--- config.mk ---
export PLATFORM = sky130hd
export DESIGN_NAME = mbelm_top
export DESIGN_NICKNAME = d
export VERILOG_FILES = /design/src/rtl/mbelm_pkg.sv /design/src/rtl/mbelm_prio.sv /design/src/rtl/mbelm_top.sv
export SDC_FILE = /design/constraint.sdc
export NUM_CORES = 1
export LEC_CHECK = 0
export BUFFER_PORTS_ARGS = -buffer_cell sky130_fd_sc_hd__buf_2
export CAP_MARGIN = 15
export CORE_MARGIN = 2
export CORE_UTILIZATION = 40
export CTS_CLUSTER_DIAMETER = 80
export DETAILED_ROUTE_END_ITERATION = 8
export PLACE_DENSITY = 0.59
export REMOVE_ABC_BUFFERS = 1
export SETUP_SLACK_MARGIN = 0.15
export SLEW_MARGIN = 20
export SYNTH_ARGS = -nofsm -noshare
export SYNTH_HDL_FRONTEND = slang
export SYNTH_SLANG_ARGS = --single-unit
export TNS_END_PERCENT = 10
--- constraint.sdc ---
create_clock -name pclk -period 3.4 [get_ports pclk]
set_input_delay 0.17 -clock pclk [delete_from_list [all_inputs] [get_ports pclk]]
set_output_delay 0.17 -clock pclk [all_outputs]
set_load 0.03 [all_outputs]
--- src/rtl/mbelm_pkg.sv ---
// Package: offsets, field layouts, reset values and state types of the memory error log block
package mbelm_pkg;

  // ------------------------------------------------------------------
  // Register offsets (byte addresses)
  // ------------------------------------------------------------------
  localparam logic [7:0] OFF_FIRST_LOG = 8'ha0;
  localparam logic [7:0] OFF_NEXT_LOG = 8'ha4;
  localparam logic [7:0] OFF_MASK = 8'ha8;
  localparam logic [7:0] OFF_IRQ_STS = 8'hb0;
  localparam logic [7:0] OFF_IRQ_MSK = 8'hb4;

  // ------------------------------------------------------------------
  // Field layouts
  // ------------------------------------------------------------------
  // Log bits that an error source can set
  localparam logic [31:0] LOG_SRC_BITS = 32'h0187efff;
  // Log bits that exist as storage (sources plus future-use bits 22:19)
  localparam logic [31:0] LOG_IMPL_BITS = 32'h01ffefff;
  // Mask bits that exist as storage
  localparam logic [31:0] MASK_IMPL_BITS = 32'h0fff7fff;
  localparam logic [31:0] MASK_RESET = 32'h0fff7fff;
  // Mask bit n maps onto log bit n - LOG_SHIFT for non-fatal sources
  localparam int LOG_SHIFT = 3;
  localparam int SRC_W = 28;
  localparam int FATAL_W = 3;
  localparam logic [31:0] FUTURE_BITS = 32'h00780000;
  localparam logic [31:0] RSV_MASK_BITS = 32'hf0008000;
  localparam int BIT_SPARE_DONE = 24;
  localparam int BIT_SPARE_BEGUN = 23;
  localparam int BIT_PD_PROTOCOL = 18;
  localparam int BIT_SYNC_CRC = 17;
  localparam int BIT_PATROL_CORR = 16;
  localparam int BIT_READ_CRC = 11;
  localparam int BIT_PATROL_UNCORR = 8;
  localparam int BIT_REPLAY_UNCORR = 0;

  // Interrupt status layout
  localparam int IRQ_W = 3;
  localparam int IRQ_NF_LOGGED = 0;
  localparam int IRQ_FATAL = 1;
  localparam int IRQ_SPARE_DONE = 2;
  localparam logic [IRQ_W-1:0] IRQ_MSK_RESET = 3'h0;

  typedef logic [SRC_W-1:0] mbelm_src_t;

  typedef struct packed {
    logic [31:0] prdata;
    logic pready;
    logic pslverr;
    logic [31:0] first_log;
    logic [31:0] next_log;
    logic [31:0] err_mask;
    logic [IRQ_W-1:0] irq_sts;
    logic [IRQ_W-1:0] irq_msk;
    logic irq;
    logic fatal;
  } mbelm_state_t;

endpackage

--- src/rtl/mbelm_prio.sv ---
// Highest-order set bit picker for the one-flag first log
`timescale 1ns/10ps
module mbelm_prio #(
  parameter int W = 32
) (
  input wire logic [W-1:0] req,
  output logic [W-1:0] win
);

  always_comb begin
    win = '0;
    for (int i = 0; i < W; i++) begin
      if (req[i]) begin
        win = '0;
        win[i] = 1'b1;
      end
    end
  end

endmodule

--- src/rtl/mbelm_top.sv ---
// Memory error log and enable mask with APB register access
// ------------------------------------------------------------------
// Summary of operation
// - Later errors go to next log when first full
// - First log holds one flag, higher bit wins
// - Next bit 24 copy done, 23 copy begun
// - Next bit 18 presence protocol, 17 sync CRC
// - Correctable ECC flags at next bits 16..13
// - Read CRC 11, config alert 10, memory alert 9
// - Non-aliased uncorrectable ECC at bits 8..5
// - Aliased uncorrectable 4..1, replay at 0
// - Bits 22..19 storage only, reset zero
// - Mask zero enables, one disables the source
// - Mask 27,26,21,20 placed, reset to one
// - Mask 19..16, 14..3 reset one, 15 reserved
// - Mask 2 thermal, 1 retry CRC, reset one
// - Mask 0 retry alert; 31..28 read zero
// ------------------------------------------------------------------
//
// Decided for this implementation: the APB register port.
`timescale 1ns/10ps
module mbelm_top (
  input wire logic pclk,
  input wire logic presetn,
  input wire logic ce,
  input wire logic psel,
  input wire logic penable,
  input wire logic pwrite,
  input wire logic [7:0] paddr,
  input wire logic [31:0] pwdata,
  input wire logic [3:0] pstrb,
  output logic [31:0] prdata,
  output logic pready,
  output logic pslverr,
  input wire mbelm_pkg::mbelm_src_t err_src,
  output logic fatal_event,
  output logic irq
);

  mbelm_pkg::mbelm_state_t s_q;
  mbelm_pkg::mbelm_state_t s_d;

  logic [31:0] byte_en;
  logic setup_ph;
  logic wr_acc;
  logic sel_first;
  logic sel_next;
  logic sel_mask;
  logic sel_ists;
  logic sel_imsk;
  logic mapped;
  logic [31:0] wr_one;
  logic [mbelm_pkg::SRC_W-1:0] src_en;
  logic [31:0] nf_new;
  logic [31:0] nf_win;
  logic [31:0] first_clr;
  logic first_busy;
  logic fatal_new;

  // ------------------------------------------------------------------
  // Bus decode
  // ------------------------------------------------------------------
  assign setup_ph = psel && !penable;
  assign wr_acc = ce && psel && penable && pwrite && s_q.pready;
  assign sel_first = (paddr == mbelm_pkg::OFF_FIRST_LOG);
  assign sel_next = (paddr == mbelm_pkg::OFF_NEXT_LOG);
  assign sel_mask = (paddr == mbelm_pkg::OFF_MASK);
  assign sel_ists = (paddr == mbelm_pkg::OFF_IRQ_STS);
  assign sel_imsk = (paddr == mbelm_pkg::OFF_IRQ_MSK);
  assign mapped = sel_first || sel_next || sel_mask || sel_ists || sel_imsk;
  assign byte_en = {{8{pstrb[3]}}, {8{pstrb[2]}}, {8{pstrb[1]}}, {8{pstrb[0]}}};
  assign wr_one = pwdata & byte_en;

  // ------------------------------------------------------------------
  // Error intake
  // ------------------------------------------------------------------
  assign src_en = err_src & ~s_q.err_mask[mbelm_pkg::SRC_W-1:0];
  // Mask bit n feeds log bit n-3; fatal sources drop off the bottom
  assign nf_new = 32'(src_en >> mbelm_pkg::LOG_SHIFT) & mbelm_pkg::LOG_SRC_BITS;
  assign fatal_new = |src_en[mbelm_pkg::FATAL_W-1:0];
  // A clear in the same cycle frees the first log for the new event
  assign first_clr = (wr_acc && sel_first) ? (s_q.first_log & ~wr_one) : s_q.first_log;
  assign first_busy = |first_clr;

  mbelm_prio #(
    .W(32)
  ) i_mbelm_prio (
    .req(nf_new),
    .win(nf_win)
  );

  // ------------------------------------------------------------------
  // Next state
  // ------------------------------------------------------------------
  always_comb begin
    s_d = s_q;
    s_d.pready = 1'b0;
    s_d.pslverr = 1'b0;
    if (setup_ph) begin
      s_d.pready = 1'b1;
      s_d.pslverr = !mapped;
      s_d.prdata = 32'h0;
      if (!pwrite) begin
        if (sel_first) begin
          s_d.prdata = s_q.first_log;
        end else if (sel_next) begin
          s_d.prdata = s_q.next_log;
        end else if (sel_mask) begin
          s_d.prdata = s_q.err_mask;
        end else if (sel_ists) begin
          s_d.prdata = 32'(s_q.irq_sts);
        end else if (sel_imsk) begin
          s_d.prdata = 32'(s_q.irq_msk);
        end
      end
    end

    // Write-one-clear first, hardware set afterwards so a set wins
    s_d.first_log = first_clr;
    if (wr_acc && sel_next) begin
      s_d.next_log = s_q.next_log & ~wr_one;
    end
    if (wr_acc && sel_mask) begin
      s_d.err_mask = ((s_q.err_mask & ~byte_en) | wr_one) & mbelm_pkg::MASK_IMPL_BITS;
    end
    if (wr_acc && sel_ists) begin
      s_d.irq_sts = s_q.irq_sts & ~wr_one[mbelm_pkg::IRQ_W-1:0];
    end
    if (wr_acc && sel_imsk) begin
      s_d.irq_msk = wr_one[mbelm_pkg::IRQ_W-1:0];
    end

    if (!first_busy) begin
      s_d.first_log = nf_win;
      s_d.next_log = s_d.next_log | (nf_new & ~nf_win);
    end else begin
      s_d.next_log = s_d.next_log | nf_new;
    end

    if (|nf_new) begin
      s_d.irq_sts[mbelm_pkg::IRQ_NF_LOGGED] = 1'b1;
    end
    if (fatal_new) begin
      s_d.irq_sts[mbelm_pkg::IRQ_FATAL] = 1'b1;
    end
    if (nf_new[mbelm_pkg::BIT_SPARE_DONE]) begin
      s_d.irq_sts[mbelm_pkg::IRQ_SPARE_DONE] = 1'b1;
    end
    s_d.fatal = fatal_new;
    s_d.irq = |(s_d.irq_sts & ~s_d.irq_msk);
  end

  // ------------------------------------------------------------------
  // State register
  // ------------------------------------------------------------------
  // Only the power-on reset touches the sticky logs and mask
  always_ff @(posedge pclk or negedge presetn) begin
    if (!presetn) begin
      s_q <= '{prdata: 32'h0, pready: 1'b0, pslverr: 1'b0, first_log: 32'h0, next_log: 32'h0,
               err_mask: mbelm_pkg::MASK_RESET, irq_sts: '0, irq_msk: mbelm_pkg::IRQ_MSK_RESET,
               irq: 1'b0, fatal: 1'b0};
    end else if (ce) begin
      s_q <= s_d;
    end
  end

  assign prdata = s_q.prdata;
  assign pready = s_q.pready;
  assign pslverr = s_q.pslverr;
  assign fatal_event = s_q.fatal;
  assign irq = s_q.irq;
endmodule

======== Yosys cells after proc, flatten, opt, wreduce, memory -nomap -nowiden ========
Cells that the tools add are included.
storage, ports and cells
  bits in registers ....................... 133
  bits in latches ......................... 0
  memory bits (writable) .................. 0
  ROM bits ................................ 0
  bits of input ports ..................... 78
  output and inout port bits .............. 36
  word-level logic and storage cells ...... 90
  memories kept ........................... 0
operators by class
  add/sub/neg operators ................... 0
  multiply operators ...................... 0
  div/mod/pow operators ................... 0
  $lt $le $gt $ge ......................... 0
  eq/ne operators ......................... 5
  shifts and indexed selects .............. 0
  mux-type cells .......................... 36
  bitwise gates (word level) .............. 17
  reductions and logical operators ........ 22
operator list
  kind                                             number
  32-bit two-way mux                               7
  32-bit bitwise AND                               3
  32-bit inverter                                  2
  28-bit bitwise AND                               2
  28-bit inverter                                  2
  8-bit equality test (second input constant)      5
  25-bit by 32-bit bitwise AND with 32-bit output  1
  32-bit by 25-bit OR with 32-bit output           1
  32-bit OR                                        1
  32-bit OR reduction                              1
  28-bit two-way mux                               1
  28-bit OR                                        1
  25-bit two-way mux                               1
  24-bit two-way mux                               1
  20-bit OR reduction                              1
  19-bit two-way mux                               1
  18-bit two-way mux                               1
  17-bit two-way mux                               1
  16-bit two-way mux                               1
  15-bit two-way mux                               1
  3-bit two-way mux                                5
  14-bit two-way mux                               1
  12-bit two-way mux                               1
  11-bit two-way mux                               1
  16 further kinds                                 37

======== Longest topological paths before layout ========
  depth in word-level cells ............... 26
  mapped depth ............................ 12
  depth with buffers taken out ............ 6

======== Cells and area by module ========
Synthesis repeated with hierarchy kept, for this count alone.
second synthesis, totals
  cells, all modules ...................... 764
  area total of the unflattened synthesis .. 7,231.9 sq um
by module, submodules not included
  module      times used  cells each  area an instance (sq um)  sequential area each (sq um)
  mbelm_top   1           687         6,792.8                   3,362.0
  mbelm_prio  1           77          439.2                     0.0

======== Least setup slack after synthesis ========
Ideal clock, no wire load.
  kind .................................... input -> register
  from .................................... input port paddr[2]
  to ...................................... register s_q[96] in the netlist's numbering
  library setup time ...................... 0.096 ns
  arrival time ............................ 2.959 ns
  data required time ...................... 3.304 ns
  setup slack ............................. 0.346 ns
  cell stages on the path ................. 11
  path buffers ............................ 5
  path through ............................ buf_2 > or4_1 > buf_2 > buf_6 > o41ai_2 > nand4_1 > or4b_1 > or4_1 > buf_2 > buf_6 > o31ai_1
between the ends
  word-level cells in the longest chain between the ends .. 5
ends and longest elaborated chain
  element                RTL line          text
  from (decl)            mbelm_top.sv:29   input wire logic [7:0] paddr,
  8-bit equality test *  mbelm_top.sv:65   assign sel_first = (paddr == mbelm_pkg::OFF_FIRST_LOG);
  1-bit logical AND *    mbelm_top.sv:82   assign first_clr = (wr_acc && sel_first) ? (s_q.first_log & ~wr_one) : s_q.first_log;
  32-bit two-way mux *   mbelm_top.sv:82
  32-bit OR reduction    mbelm_top.sv:83   assign first_busy = |first_clr;
  32-bit two-way mux *   mbelm_top.sv:133  if (!first_busy) begin
  to (signal assigned)   mbelm_top.sv:159  s_q <= '{prdata: 32'h0, pready: 1'b0, pslverr: 1'b0, first_log: 32'h0, next_log: 32'h0,
  to (decl)              mbelm_top.sv:40   mbelm_pkg::mbelm_state_t s_q;
Mark *: on every way between the ends. The rest lies on a longest branch, timed or not.
A chain may end at the register's enable or synchronous reset.

======== Worst setup path after layout ========
  from .................................... register s_q (netlist bit pready)
  to ...................................... register s_q[77] in the netlist's numbering
between the ends
  word-level cells in the longest chain between the ends .. 5
ends and longest elaborated chain
  element               RTL line          text
  1-bit logical AND *   mbelm_top.sv:64   assign wr_acc = ce && psel && penable && pwrite && s_q.pready;
  1-bit logical AND *   mbelm_top.sv:82
  32-bit two-way mux *  mbelm_top.sv:82
  32-bit OR reduction   mbelm_top.sv:83
  32-bit two-way mux *  mbelm_top.sv:133
Marks and branches as above.

==> flow_metrics.tcl <==
set metrics [dict create \
    overflow 0 \
    final-max-slew-violation-count 0 \
    synthesis.area_sq_um 6870 \
    multi_input_area_sq_um 2970 \
    yosys-top-cells-area "dfrtp_1 39%, dfstp_2 10%, mux2_2 4.9%, nand4_1 4.2%, nand2_1 3.7%" \
    slowest_stage "o41ai_1" \
    finalHoldViolCount 0 \
    period_share_pct 90.3 \
    syn_inst 692 \
    synth_flop_cell "dfrtp_1" \
    status "complete, no violations" \
    fin_nets 865 \
    whs_ps 14.5 \
    antenna_cells 0 \
    synth_edf_count 0 \
    path_cells "nand3_1 -> buf_4 -> o41ai_1 -> nand4_1 -> or3_1 -> or4_1 -> buf_4 -> o31ai_1" \
    maxSlewHeadroom_pct 30.6 \
    drc_errors 0 \
    htree_levels 4 \
    p_total_uw 3720 \
    die_h_um 135 \
    die_width_um 135 \
    ys_ff_latch 133 \
    area_delta_synth_final_pct 20.2 \
    yosysTopAreaCell "dfrtp_1" \
    root_buffer "clkbuf_16" \
    synth_common_cells "106 x dfrtp_1, 68 x nand2_1, 46 x nand4_1, 46 x o21ai_0, 38 x clkbuf_1" \
    first_pass_iters 8 \
    crit_path_frequent_cell "buf_4" \
    cts_buffers 17 \
    via_per_inst 6.04 \
    crit_type "flip-flop to flip-flop" \
    synth-seq-area-share_pct 49.0 \
    cp_data_required_time_ps 3730 \
    core_area_sq_um 16700 \
    wirelength_um 21600 \
    clk_pin_slew_ps 60 \
    grt.total_usage_pct 24.3 \
    syn_avg_cell_area_sq_um 9.92 \
    die_area_sq_um 18200 \
    netlist.area_leader.share_pct 38.6 \
    powerDensity_nw_per_um2 450 \
    start_util_pct 41.1 \
    final_cells 1020 \
    ys_async_sr_fraction_pct 100 \
    endpoint_kind "flip-flop" \
    numPortBuffers 108 \
    rsz0062_at_grt "false" \
    drive_gt1_share_pct 30.8 \
    setup_violations 0 \
    yosys_warnings 0 \
    fillCellCount 1599 \
    grt_pass1_wl_um 34200 \
    finalInstanceArea_sq_um 8260 \
    num_io_pins 114 \
    via_count 6160 \
    critical_path.max_fanout 24 \
    gp_congestion 0.875 \
    dp.cells 977 \
    cap_viol_max_count 0 \
    synth.most_common_cell "dfrtp_1" \
    grt_max_degree 113 \
    first_global_vias 6235 \
    finClkSkew_ps 7.69 \
    drtIter0Drc 651 \
    tightest_slew_ps 1040 \
    peakVddDrop_mv 0.349 \
    wire_per_inst_um 21.2 \
    cellLeakagePower_uw 0.00362 \
    layout_min_cycle_time_ps 3070 \
    max_stage_delay_ps 600 \
    seqCellArea_sq_um 3360 \
    synth.distinct_cells 52 \
    postPlaceCellArea_sq_um 7540 \
    fmax_mhz 326 \
    rows 47 \
    max-clock-path-buffers 2 \
    clk_latency_ps 420 \
    crit_path_start_kind "flip-flop" \
    antenna_found_initial 0 \
    hp-class "input pin to flip-flop" \
    cp_data_arrival_time_ps 3400 \
    cts_tree "yes" \
    hpwl_um 14700 \
    cts_sinks 133 \
    ant_nets 0 \
]
kinds of logic after synthesis:
kind of cell / after synthesis / synth area share (%)
mux: 38 / 6.09
flops: 133 / 49.0
simple gates: 221 / 17.2
buf+inv: 107 / 7.87
compound gates: 193 / 19.8
final cells by class:
type,count,share of cell area [%]
Tap cell,220,3.33
Clock inverter,13,1.89
Timing Repair Buffer,158,11.5
Sequential cell,133,40.7
Clock buffer,19,5.37
Multi-Input combinational cell,452,36.0
Inverter,25,1.14
metrics by stage:
| step | TNS, ps | setup slack (ps) | util, % |
|---|---|---|---|
| after floorplan | -2440 | -164 | - |
| after global placement | 0 | 119 | 45.2 |
| after detailed placement | 0 | 44.9 | 45.2 |
| after CTS | 0 | 368 | 49.4 |
| after global routing | 0 | 208 | 49.4 |
| final | 0 | 329 | 49.4 |
timing repair:
action	4_1_cts	5_1_grt
setup endpoints to repair	0	0
hold buffers	11	0
resized for setup	0	0
buffers inserted	0	0
hold endpoints to repair	101	0
routing by layer:
metal	up-vias	part of all wire [%]	global-route usage, %
li1	2767	-	-
met1	3006	43	32.9
met2	347	46	38.2
met3	40	8.7	6.08
met4	0	2.0	8.56
met5	-	0	0
worst paths after layout:
kind,start,to,slack [ps],cells after the start
max,pready,s_q[77],330,8
min,pwdata[6],flip-flop,10,2
max reg2reg,pready,s_q[77],330,8
min reg2reg,prdata[0],prdata[0],470,2
max in group asynchronous,presetn,asynchronous set/reset pin,2220,3
min in group asynchronous,presetn,s_q[70],410,2
placed cells by master (no fill, tap or decap), types with 3 or more instances in the layout:
cell type,netlist,layout
o31ai_1,10,10
nand2b_1,4,4
o22ai_1,3,3
nor2_1,19,17
o41ai_1,18,18
o41ai_2,3,3
nor2b_1,22,22
dfstp_2,27,27
a221oi_1,3,3
dlygate4sd3_1,0,11
buf_2,3,107
a2bb2oi_1,6,6
inv_1,25,25
clkbuf_16,0,17
a21boi_0,20,20
o21a_1,5,5
a222oi_1,25,25
nand3_1,8,8
o21ai_0,46,46
a21oi_1,23,23
mux2i_1,8,8
dfrtp_1,106,106
nor4_1,9,9
nand2_1,68,68
clkinv_2,0,5
buf_4,32,39
a31oi_1,11,11
nand4_1,46,46
o21ai_1,12,12
mux2_2,30,30
bufinv_16,0,3
and2_1,5,5
or3_1,5,5
nor3_1,12,11
or4_1,3,3
and3_1,8,8
report_power, final:
group | switching [uW] | internal (uW)
registers | 3.59 | 1590
logic | 164 | 76.0
clock network | 713 | 1170
total | 881 | 2840
worst max-delay path, delay by kind of cell, from the launching register on:
| kind | cells | cell delay (ps) |
|---|---|---|
| compound gates | 2 | 850 |
| flops | 1 | 400 |
| buf+inv | 2 | 470 |
| simple gates | 4 | 1250 |
(Power assumes the default switching activity.)
